File: src/pcell_pkg.sv
// package: constants and carrier types for the ddr input pin cell
`default_nettype none
package pcell_pkg;
	localparam int PCELL_BUNDLE_W   = 32;
	localparam int PCELL_DOUT_W     = 4;
	localparam int PCELL_CTL_W      = 4;
	localparam int PCELL_GCLK_N     = 16;
	localparam int PCELL_RCLK_N     = 8;
	localparam int PCELL_POOL_N     = 24;
	localparam int PCELL_IOCLK_N    = 8;
	localparam int PCELL_POOL_SEL_W = 5;
	localparam int PCELL_IOCLK_SEL_W = 3;
	localparam int PCELL_CTL_SEL_W  = 2;
	localparam logic [1:0] PCELL_PAIR_RST = 2'h0;

	// the 32-line bundle driven by fabric logic
	typedef struct packed {
		logic [3:0] dout_a;
		logic [3:0] dout_b;
		logic [3:0] oe;
		logic [3:0] ce_in;
		logic [3:0] ce_out;
		logic [3:0] clk;
		logic [3:0] aclr;
		logic [3:0] sclr;
	} pcell_bundle_t;

	// per-cell static selection and inversion settings
	typedef struct packed {
		logic [1:0] oe_sel;
		logic [1:0] ce_in_sel;
		logic [1:0] ce_out_sel;
		logic [1:0] aclr_sel;
		logic [1:0] sclr_sel;
		logic [1:0] clk_in_sel;
		logic [1:0] clk_out_sel;
		logic       inv_din;
		logic       inv_ce;
		logic       inv_aclr;
		logic       inv_sclr;
		logic       inv_clk;
		logic       align_fall;
	} pcell_cfg_t;

	typedef enum logic [1:0] {
		PCELL_ALIGN_RISE,
		PCELL_ALIGN_FALL
	} pcell_align_t;
endpackage
`default_nettype wire

File: src/pcell_ddr_in.sv
// module: pin cell with ddr input capture, control selection and clock pooling
// How it works
// - two capture registers take one data bit on each opposite clock edge
// - a latch holds the bit seen while the clock is high
// - latch lets both bits of a period leave on one common edge
// - each cell picks its own control lines from the shared bundle
// - eight io clocks, each chosen from the 24-line quadrant pool
// - quadrant pool is 16 global plus eight regional clock lines
// - data, clock enable, clear and cell clock inputs can be inverted locally; output enable and output clock picks cannot
`timescale 1ns/100ps
`default_nettype none
module pcell_ddr_in
	import pcell_pkg::*;
#(
	parameter int POOL_N  = PCELL_POOL_N,
	parameter int IOCLK_N = PCELL_IOCLK_N
) (
	input  wire logic                                  ref_clk,
	input  wire logic                                  arst_n,
	input  wire logic [PCELL_GCLK_N-1:0]               gclk_lines,
	input  wire logic [PCELL_RCLK_N-1:0]               rclk_lines,
	input  wire logic [IOCLK_N*PCELL_POOL_SEL_W-1:0]   ioclk_sel,
	input  wire logic [PCELL_IOCLK_SEL_W-1:0]          cell_clk_sel,
	input  wire pcell_bundle_t                         bundle,
	input  wire pcell_cfg_t                            cfg,
	input  wire logic                                  pad_in,
	output logic [IOCLK_N-1:0]                         ioclk_q,
	output logic                                       oe_q,
	output logic                                       ce_out_q,
	output logic                                       clk_out_q,
	output logic [1:0]                                 pair_q
);
	// ----------------------------------------------------------------
	// clock pool and io clock selection
	// ----------------------------------------------------------------
	logic [POOL_N-1:0]  pool;
	logic [IOCLK_N-1:0] ioclk_d;

	assign pool = {rclk_lines, gclk_lines};

	always_comb begin
		for (int i = 0; i < IOCLK_N; i++) begin
			ioclk_d[i] = pool[ioclk_sel[i*PCELL_POOL_SEL_W +: PCELL_POOL_SEL_W]];
		end
	end

	always_ff @(posedge ref_clk or negedge arst_n) begin
		if (!arst_n) begin
			ioclk_q <= '0;
		end else begin
			ioclk_q <= ioclk_d;
		end
	end

	// ----------------------------------------------------------------
	// per-cell control selection from the bundle
	// ----------------------------------------------------------------
	logic ce_in_s;
	logic aclr_s;
	logic sclr_s;
	logic clk_in_s;
	logic oe_s;
	logic ceo_s;
	logic clko_s;

	// fabric drives the bundle, no pin path reaches it
	pcell_ctl_pick u_oe (.ref_clk(ref_clk), .arst_n(arst_n), .lines(bundle.oe),
		.sel(cfg.oe_sel), .inv(1'b0), .pick_q(oe_s));
	pcell_ctl_pick u_cei (.ref_clk(ref_clk), .arst_n(arst_n), .lines(bundle.ce_in),
		.sel(cfg.ce_in_sel), .inv(cfg.inv_ce), .pick_q(ce_in_s));
	pcell_ctl_pick u_ceo (.ref_clk(ref_clk), .arst_n(arst_n), .lines(bundle.ce_out),
		.sel(cfg.ce_out_sel), .inv(cfg.inv_ce), .pick_q(ceo_s));
	pcell_ctl_pick u_acl (.ref_clk(ref_clk), .arst_n(arst_n), .lines(bundle.aclr),
		.sel(cfg.aclr_sel), .inv(cfg.inv_aclr), .pick_q(aclr_s));
	pcell_ctl_pick u_scl (.ref_clk(ref_clk), .arst_n(arst_n), .lines(bundle.sclr),
		.sel(cfg.sclr_sel), .inv(cfg.inv_sclr), .pick_q(sclr_s));
	pcell_ctl_pick u_cki (.ref_clk(ref_clk), .arst_n(arst_n), .lines(bundle.clk),
		.sel(cfg.clk_in_sel), .inv(cfg.inv_clk), .pick_q(clk_in_s));
	pcell_ctl_pick u_cko (.ref_clk(ref_clk), .arst_n(arst_n), .lines(bundle.clk),
		.sel(cfg.clk_out_sel), .inv(1'b0), .pick_q(clko_s));

	always_ff @(posedge ref_clk or negedge arst_n) begin
		if (!arst_n) begin
			oe_q      <= 1'b0;
			ce_out_q  <= 1'b0;
			clk_out_q <= 1'b0;
		end else begin
			oe_q      <= oe_s;
			ce_out_q  <= ceo_s;
			clk_out_q <= clko_s;
		end
	end

	// ----------------------------------------------------------------
	// pad synchroniser and cell clock edges
	// ----------------------------------------------------------------
	logic [2:0] pad_q;
	logic       din_q;
	logic       din_d;
	logic       cclk_q;
	logic       rise;
	logic       fall;

	always_comb begin
		din_d = din_q;
		if (pad_q[1] == pad_q[2]) begin
			din_d = pad_q[2] ^ cfg.inv_din;
		end
	end

	always_ff @(posedge ref_clk or negedge arst_n) begin
		if (!arst_n) begin
			pad_q  <= 3'h0;
			din_q  <= 1'b0;
			cclk_q <= 1'b0;
		end else begin
			pad_q  <= {pad_q[1:0], pad_in};
			din_q  <= din_d;
			cclk_q <= clk_in_s;
		end
	end

	assign rise = clk_in_s & ~cclk_q;
	assign fall = ~clk_in_s & cclk_q;

	// ----------------------------------------------------------------
	// ddr capture: edge registers, high-time latch, alignment
	// ----------------------------------------------------------------
	logic       cap_r_q;
	logic       cap_r_d;
	logic       cap_f_q;
	logic       cap_f_d;
	logic       lat_q;
	logic       lat_d;
	logic [1:0] pair_d;

	always_comb begin
		cap_r_d = cap_r_q;
		cap_f_d = cap_f_q;
		lat_d   = lat_q;
		pair_d  = pair_q;
		if (aclr_s || sclr_s) begin
			cap_r_d = 1'b0;
			cap_f_d = 1'b0;
			lat_d   = 1'b0;
			pair_d  = PCELL_PAIR_RST;
		end else if (ce_in_s) begin
			if (rise) begin
				cap_r_d = din_q;
			end
			if (fall) begin
				cap_f_d = din_q;
			end
			if (cclk_q) begin
				lat_d = cap_r_q;
			end
			if (!cfg.align_fall && rise) begin
				pair_d = {cap_f_q, lat_q};
			end
			if (cfg.align_fall && fall) begin
				pair_d = {din_q, lat_d};
			end
		end
	end

	always_ff @(posedge ref_clk or negedge arst_n) begin
		if (!arst_n) begin
			cap_r_q <= 1'b0;
			cap_f_q <= 1'b0;
			lat_q   <= 1'b0;
			pair_q  <= PCELL_PAIR_RST;
		end else begin
			cap_r_q <= cap_r_d;
			cap_f_q <= cap_f_d;
			lat_q   <= lat_d;
			pair_q  <= pair_d;
		end
	end

	// ----------------------------------------------------------------
	// checks
	// ----------------------------------------------------------------
	property p_hold_ce;
		@(posedge ref_clk) disable iff (!arst_n)
		(!ce_in_s && !aclr_s && !sclr_s) |=> (cap_r_q == $past(cap_r_q) && lat_q == $past(lat_q));
	endproperty
	a_hold_ce: assert property (p_hold_ce) else $error("capture moved with clock enable low");

	property p_rise_cap;
		@(posedge ref_clk) disable iff (!arst_n)
		(rise && ce_in_s && !aclr_s && !sclr_s) |=> cap_r_q == $past(din_q);
	endproperty
	a_rise_cap: assert property (p_rise_cap) else $error("rising capture missed");

	property p_fall_cap;
		@(posedge ref_clk) disable iff (!arst_n)
		(fall && ce_in_s && !aclr_s && !sclr_s) |=> cap_f_q == $past(din_q);
	endproperty
	a_fall_cap: assert property (p_fall_cap) else $error("falling capture missed");

	property p_latch;
		@(posedge ref_clk) disable iff (!arst_n)
		(cclk_q && ce_in_s && !aclr_s && !sclr_s) |=> lat_q == $past(cap_r_q);
	endproperty
	a_latch: assert property (p_latch) else $error("latch not transparent in high time");

	property p_align;
		@(posedge ref_clk) disable iff (!arst_n)
		(!cfg.align_fall && !rise) ##1 !cfg.align_fall |-> pair_q == $past(pair_q) || $past(aclr_s || sclr_s);
	endproperty
	a_align: assert property (p_align) else $error("pair moved off the rising edge");

	property p_clr;
		@(posedge ref_clk) disable iff (!arst_n)
		(aclr_s || sclr_s) |=> pair_q == PCELL_PAIR_RST;
	endproperty
	a_clr: assert property (p_clr) else $error("clear did not empty pair");

	property p_ioclk;
		@(posedge ref_clk) disable iff (!arst_n)
		1'b1 |=> ioclk_q[0] == $past(pool[ioclk_sel[PCELL_POOL_SEL_W-1:0]]);
	endproperty
	a_ioclk: assert property (p_ioclk) else $error("io clock 0 not from pool");

	property p_oe;
		@(posedge ref_clk) disable iff (!arst_n)
		1'b1 |=> ##1 oe_q == $past(bundle.oe[cfg.oe_sel], 2);
	endproperty
	a_oe: assert property (p_oe) else $error("output enable selection wrong");
endmodule // pcell_ddr_in
`default_nettype wire

File: src/pcell_ctl_pick.sv
// module: one-of-n selector with optional inversion, registered
`timescale 1ns/100ps
`default_nettype none
module pcell_ctl_pick #(
	parameter int N = 4,
	parameter int W = 2
) (
	input  wire logic         ref_clk,
	input  wire logic         arst_n,
	input  wire logic [N-1:0] lines,
	input  wire logic [W-1:0] sel,
	input  wire logic         inv,
	output logic              pick_q
);
	logic pick_d;

	always_comb begin
		pick_d = lines[sel] ^ inv;
	end

	always_ff @(posedge ref_clk or negedge arst_n) begin
		if (!arst_n) begin
			pick_q <= 1'b0;
		end else begin
			pick_q <= pick_d;
		end
	end
endmodule // pcell_ctl_pick
`default_nettype wire

File: config.mk
export PLATFORM = sky130hd
export DESIGN_NAME = pcell_ddr_in
export DESIGN_NICKNAME = d
export VERILOG_FILES = /design/src/pcell_pkg.sv /design/src/pcell_ddr_in.sv /design/src/pcell_ctl_pick.sv
export SDC_FILE = /design/constraint.sdc
export NUM_CORES = 1
export LEC_CHECK = 0
export ABC_AREA = 0
export BUFFER_PORTS_ARGS = -buffer_cell sky130_fd_sc_hd__buf_2
export CAP_MARGIN = 20
export CORE_ASPECT_RATIO = 0.7
export CORE_MARGIN = 2
export CORE_UTILIZATION = 35
export CTS_CLUSTER_SIZE = 16
export DETAILED_ROUTE_END_ITERATION = 10
export MAX_ROUTING_LAYER = met4
export PLACE_DENSITY = 0.69
export SETUP_SLACK_MARGIN = 0.15
export SLEW_MARGIN = 30
export SYNTH_ARGS = -nofsm -noshare
export SYNTH_HDL_FRONTEND = slang
export SYNTH_SLANG_ARGS = --single-unit
File: constraint.sdc
create_clock -name ref_clk -period 2.1 [get_ports ref_clk]
set_input_delay 0.525 -clock ref_clk [delete_from_list [all_inputs] [get_ports ref_clk]]
set_output_delay 0.525 -clock ref_clk [all_outputs]
set_load 0.1 [all_outputs]
## Word-level counts from Yosys, hierarchy flattened

Cells that the tools add are included.

- Memories: 0
- ROM bits: 0
- Word-level logic and storage cells: 98
- Latch bits: 0
- Register bits after elaboration: 28
- Output and inout port bits: 13
- RAM bits: 0

- Mux-type cells: 43
- Div/mod/pow operators: 0
- Reductions and logical operators: 11
- Magnitude comparators: 15
- Eq/ne operators: 1
- Bitwise operators: 10
- Multipliers: 0
- $add $sub $neg: 0
- Shift operators: 0

Operators with widths:

| operator | number |
|---|---|
| less-than comparator 5 x 6 -> 1 bit, second input constant | 8 |
| binary-select mux 1 bit (select 5 bit) | 8 |
| 2-to-1 mux 1 bit | 24 |
| less-than comparator 2 x 3 -> 1 bit, second input constant | 7 |
| binary-select mux 1 bit (select 2 bit) | 7 |
| 2-to-1 mux 2 bit | 4 |
| AND reduction 2 bit | 3 |
| nonzero test 2 bit | 3 |
| bitwise XOR 1 bit | 6 |
| nonzero test 3 bit | 1 |
| bitwise AND 1 bit | 2 |
| logical AND 1 bit | 2 |
| NOT 1 bit | 2 |
| equality test 1 bit | 1 |
| logical NOT 1 bit | 1 |
| logical OR 1 bit | 1 |

## Depth between registers and ports, before layout

- Depth after elaboration: 7
- Mapped depth: 5
- Depth with buffers taken out: 4

## Cells and area by module

Synthesis repeated with hierarchy kept, for this count alone.

- Cell total of the unflattened synthesis: 232
- Area total of the unflattened synthesis: 2912.8 um^2

By module, submodules not included:

| module | seq. area each (um^2) | cells an instance | area each (um^2) | times used |
|---|---|---|---|---|
| pcell_ddr_in | 525.5 | 211 | 2518.7 | 1 |
| pcell_ctl_pick | 25.0 | 3 | 56.3 | 7 |

## Worst setup path before layout

No wires, ideal clock.

- Path kind: in2reg
- From: input ioclk_sel[5]
- To: register ioclk_q[1]
- Stages: 4
- Arrival: 1984 ps
- Path slack: -23 ps
- Setup time: 139 ps
- Path through: clkbuf_1 > mux4_2 > and4b_1 > or4_1

- Word-level cells in the longest chain between the ends: 2

Ends and longest elaborated chain:

| what | RTL line | source |
|---|---|---|
| start, declared | pcell_ddr_in.sv:22 | `input wire logic [IOCLK_N*PCELL_POOL_SEL_W-1:0] ioclk_sel,` |
| binary-select mux 1 bit (select 5 bit) | pcell_ddr_in.sv:43 | `ioclk_d[i] = pool[ioclk_sel[i*PCELL_POOL_SEL_W +: PCELL_POOL_SEL_W]];` |
| 2-to-1 mux 1 bit (implied by the code) | pcell_ddr_in.sv:43 |  |
| named net ioclk_d[1] | pcell_ddr_in.sv:37 | `logic [IOCLK_N-1:0] ioclk_d;` |
| end signal, assigned | pcell_ddr_in.sv:51 | `ioclk_q <= ioclk_d;` |
| end, declared | pcell_ddr_in.sv:27 | `output logic [IOCLK_N-1:0] ioclk_q,` |

The timed path passes the listed nets, and every way through them passes these cells. The select of a mux whose other input is x is not followed.
A chain may end at the register's enable or synchronous reset.

## Worst setup path after layout

- From: input gclk_lines[11]
- To: register ioclk_q[5]

- Word-level cells in the longest chain between the ends: 2

Ends and longest elaborated chain:

| what | RTL line | source |
|---|---|---|
| start, declared | pcell_ddr_in.sv:20 | `input wire logic [PCELL_GCLK_N-1:0] gclk_lines,` |
| binary-select mux 1 bit (select 5 bit) | pcell_ddr_in.sv:43 |  |
| 2-to-1 mux 1 bit (implied by the code) | pcell_ddr_in.sv:43 |  |
| named net ioclk_d[5] | pcell_ddr_in.sv:37 |  |

The timed path passes the listed nets, and every way through them passes these cells. The select of a mux whose other input is x is not followed.

==> impl_metrics.env <==
export IMPL_pre_cts_slack_ps=-136
export IMPL_drive_gt1_frac=0.621
export IMPL_num_rows=27
export IMPL_required_ps=2240
export IMPL_antenna_found_initial=0
export IMPL_p_total_uw=2100
export IMPL_track_usage=0.196
export IMPL_ff2ff_path_depth=5
export IMPL_pin_count=135
export IMPL_most_common_layout_cells="119 x buf_2, 45 x mux4_2, 28 x dfrtp_1"
export IMPL_startpoint_type="input port"
export IMPL_fin_crit_sh=0.919
export IMPL_nFillCells=719
export IMPL_coreArea_um2=7940
export IMPL_final_common_cell="buf_2"
export IMPL_avgSynthCellArea_um2=13.0
export IMPL_root_buffer="clkbuf_16"
export IMPL_grt_pass1_vias=2724
export IMPL_cts_hold_repair_buffers=0
export IMPL_cts_buffers=3
export IMPL_crit_path_start="gclk_lines[11]"
export IMPL_grt_ovfl_total=0
export IMPL_worstPathArrival_ps=2070
export IMPL_clk_latency_ps=260
export IMPL_cts_tree="done"
export IMPL_clock_skew_final_ps=4.26
export IMPL_finalSetupViolations=0
export IMPL_leakage_uw=0.00170
export IMPL_drt_iter0_markers=153
export IMPL_netlist_instances=222
export IMPL_placedInstanceArea_um2=3690
export IMPL_io_buffers=123
export IMPL_ys_ff_latch=28
export IMPL_grt_pass1_wl_um=13600
export IMPL_grt_start_max_net_pins=29
export IMPL_drc=0
export IMPL_diodes=0
export IMPL_die_h_um=79.9
export IMPL_outcome="finished, final reports clean"
export IMPL_postLayoutSetupSlackWorst_ps=170
export IMPL_fmax_mhz=518
export IMPL_cp_cell_sequence="buf_2, mux4_2, mux2_4, and3_4, or4_4"
export IMPL_area_growth_pct=32.3
export IMPL_async_flop_share=1.00
export IMPL_h_tree_depth=1
export IMPL_synth_top_flop_cell="dfrtp_1"
export IMPL_irDropWorstVdd_v=0.000336
export IMPL_num_vias=2662
export IMPL_postRouteAntennaNets=0
export IMPL_synth_nets=344
export IMPL_regToRegSetupSlack_ps=380
export IMPL_layout_nets=477
export IMPL_rsz0062_at_grt="yes"
export IMPL_synth_edff_count=0
export IMPL_clock_sinks=28
export IMPL_path_buf_inv=1
export IMPL_critPathKind="in2reg"
export IMPL_wl_um=8770
export IMPL_cap_violations=0
export IMPL_r2r_end="pair_q[1]$_DFFE_PN0P_"
export IMPL_post_cts_setup_buffers=0
export IMPL_cp_max_fo=5
export IMPL_place_gp_congestion=0.905
export IMPL_via_per_inst=5.85
export IMPL_hpwl_um=6840
export IMPL_synth_cell_types=35
export IMPL_die_x_um=112
export IMPL_dieArea_um2=8990
export IMPL_maxSlewViolCount=0
export IMPL_slew_headroom=0.564
export IMPL_syn_area_um2=2880
export IMPL_power_density_nw_per_um2=550
export IMPL_dr_pass1_iters=4
export IMPL_end_kind="flip-flop"
export IMPL_worst_pin_slew_ps=653
export IMPL_postLayoutCellArea_um2=3820
export IMPL_crit_path_top_delay_cell="or4_4"
export IMPL_yosysSeqAreaShare=0.243
export IMPL_slowest_delay_ps=500
export IMPL_fin_util=0.481
export IMPL_clk_pin_slew_ps=70
export IMPL_cts_buffer_depth=2
export IMPL_worstHoldPathType="in2async"
export IMPL_initial_core_util=0.363
export IMPL_crit_family="multiplexers"
export IMPL_period_minus_slack_ps=1930
export IMPL_r2r_start="u_cki.pick_q$_DFF_PN0_"
export IMPL_yosysWarnings=0
export IMPL_hold_viol_final=0
export IMPL_avgRoutedWirePerCell_um=19.3
[cell families (layout without fill, tap and decap cells)]
group | Yosys count | count (layout) | synth area share
adders and majority gates | 2 | 2 | 0.00694
muxes | 77 | 77 | 0.482
AOI/OAI and AO/OA | 25 | 25 | 0.0664
buffers and inverters | 19 | 151 | 0.0308
xor gates and xnor gates | 5 | 5 | 0.0152
DFF | 28 | 28 | 0.243
and+or+nand+nor | 66 | 66 | 0.156
[final cells by class]
type                    instances  area, µm²  area share
clock buffers                   3       75.1      0.0197
clock inverters                 1       30.0     0.00787
inverters                       8       30.0     0.00787
multi-input cells             175       2110       0.552
flip-flops and latches         28        701       0.184
well taps                     101        126      0.0331
repair buffers                139        746       0.195
[synth_stat cells (5+ instances only)]
cell,number,area [µm²]
a21oi_1,6,30.0
clkbuf_1,5,18.8
dfrtp_1,28,701
inv_1,8,30.0
mux2_2,20,225
mux2i_1,12,120
mux4_1,8,210
mux4_2,37,833
nand2_1,9,33.8
nand3b_1,5,37.5
nor2_1,6,22.5
nor3b_1,9,67.6
nor4bb_1,5,50.1
o221ai_1,8,70.1
or2b_1,8,60.1
xor2_1,5,43.8
[registers in the layout, indices dropped and copies added, names as in the netlist]
| register | count |
|---|---|
| u_ceo.pick_q | 1 |
| pair_q | 2 |
| clk_out_q | 1 |
| u_oe.pick_q | 1 |
| ce_out_q | 1 |
| u_scl.pick_q | 1 |
| u_cko.pick_q | 1 |
| u_cki.pick_q | 1 |
| u_cei.pick_q | 1 |
| ioclk_q | 8 |
| cap_f_q | 1 |
| oe_q | 1 |
| pad_q | 3 |
| din_q | 1 |
| lat_q | 1 |
| cclk_q | 1 |
| u_acl.pick_q | 1 |
| cap_r_q | 1 |
[worst max path at each step]
stage / endpoint / slack, ps / depth (start not counted)
2_1_floorplan: ioclk_q[2]$_DFF_PN0_ / 80 / 4
3_3_place_gp: ioclk_q[7]$_DFF_PN0_ / -110 / 5
3_5_place_dp: ioclk_q[4]$_DFF_PN0_ / -140 / 5
4_1_cts: ioclk_q[4]$_DFF_PN0_ / 150 / 5
5_1_grt: ioclk_q[6]$_DFF_PN0_ / 140 / 6
6_report: ioclk_q[5]$_DFF_PN0_ / 170 / 5
[stage by stage]
step                      TNS, ps  hold slack, ps  std cells
after floorplan                 0             229        222
after global placement       -557             332        451
final                           0             287        455
after CTS                       0             310        455
after detailed placement     -729             336        451
after global routing            0             330        455
[what timing repair did]
action / in CTS / in global routing
setup endpoints to repair: 0 / 7
gates resized for setup: 0 / 9
hold endpoints to repair: 0 / 0
[layer usage]
| layer | vias up | part of all wire | track usage |
|---|---|---|---|
| met5 | - | 0 | - |
| met4 | 0 | 0.011 | 0.0415 |
| met3 | 8 | 0.12 | 0.0106 |
| met2 | 172 | 0.49 | 0.334 |
| met1 | 1285 | 0.38 | 0.265 |
| li1 | 1197 | - | - |
[power by group]
group / total (µW) / switching [µW] / leakage, µW / internal, µW
Sequential: 629 / 32.1 / 0.000343 / 597
Clock: 567 / 187 / 0.0000511 / 380
Combinational: 904 / 519 / 0.00131 / 385
Total: 2100 / 738 / 0.00170 / 1360
No activity file was read; power rests on OpenSTA's default activity.
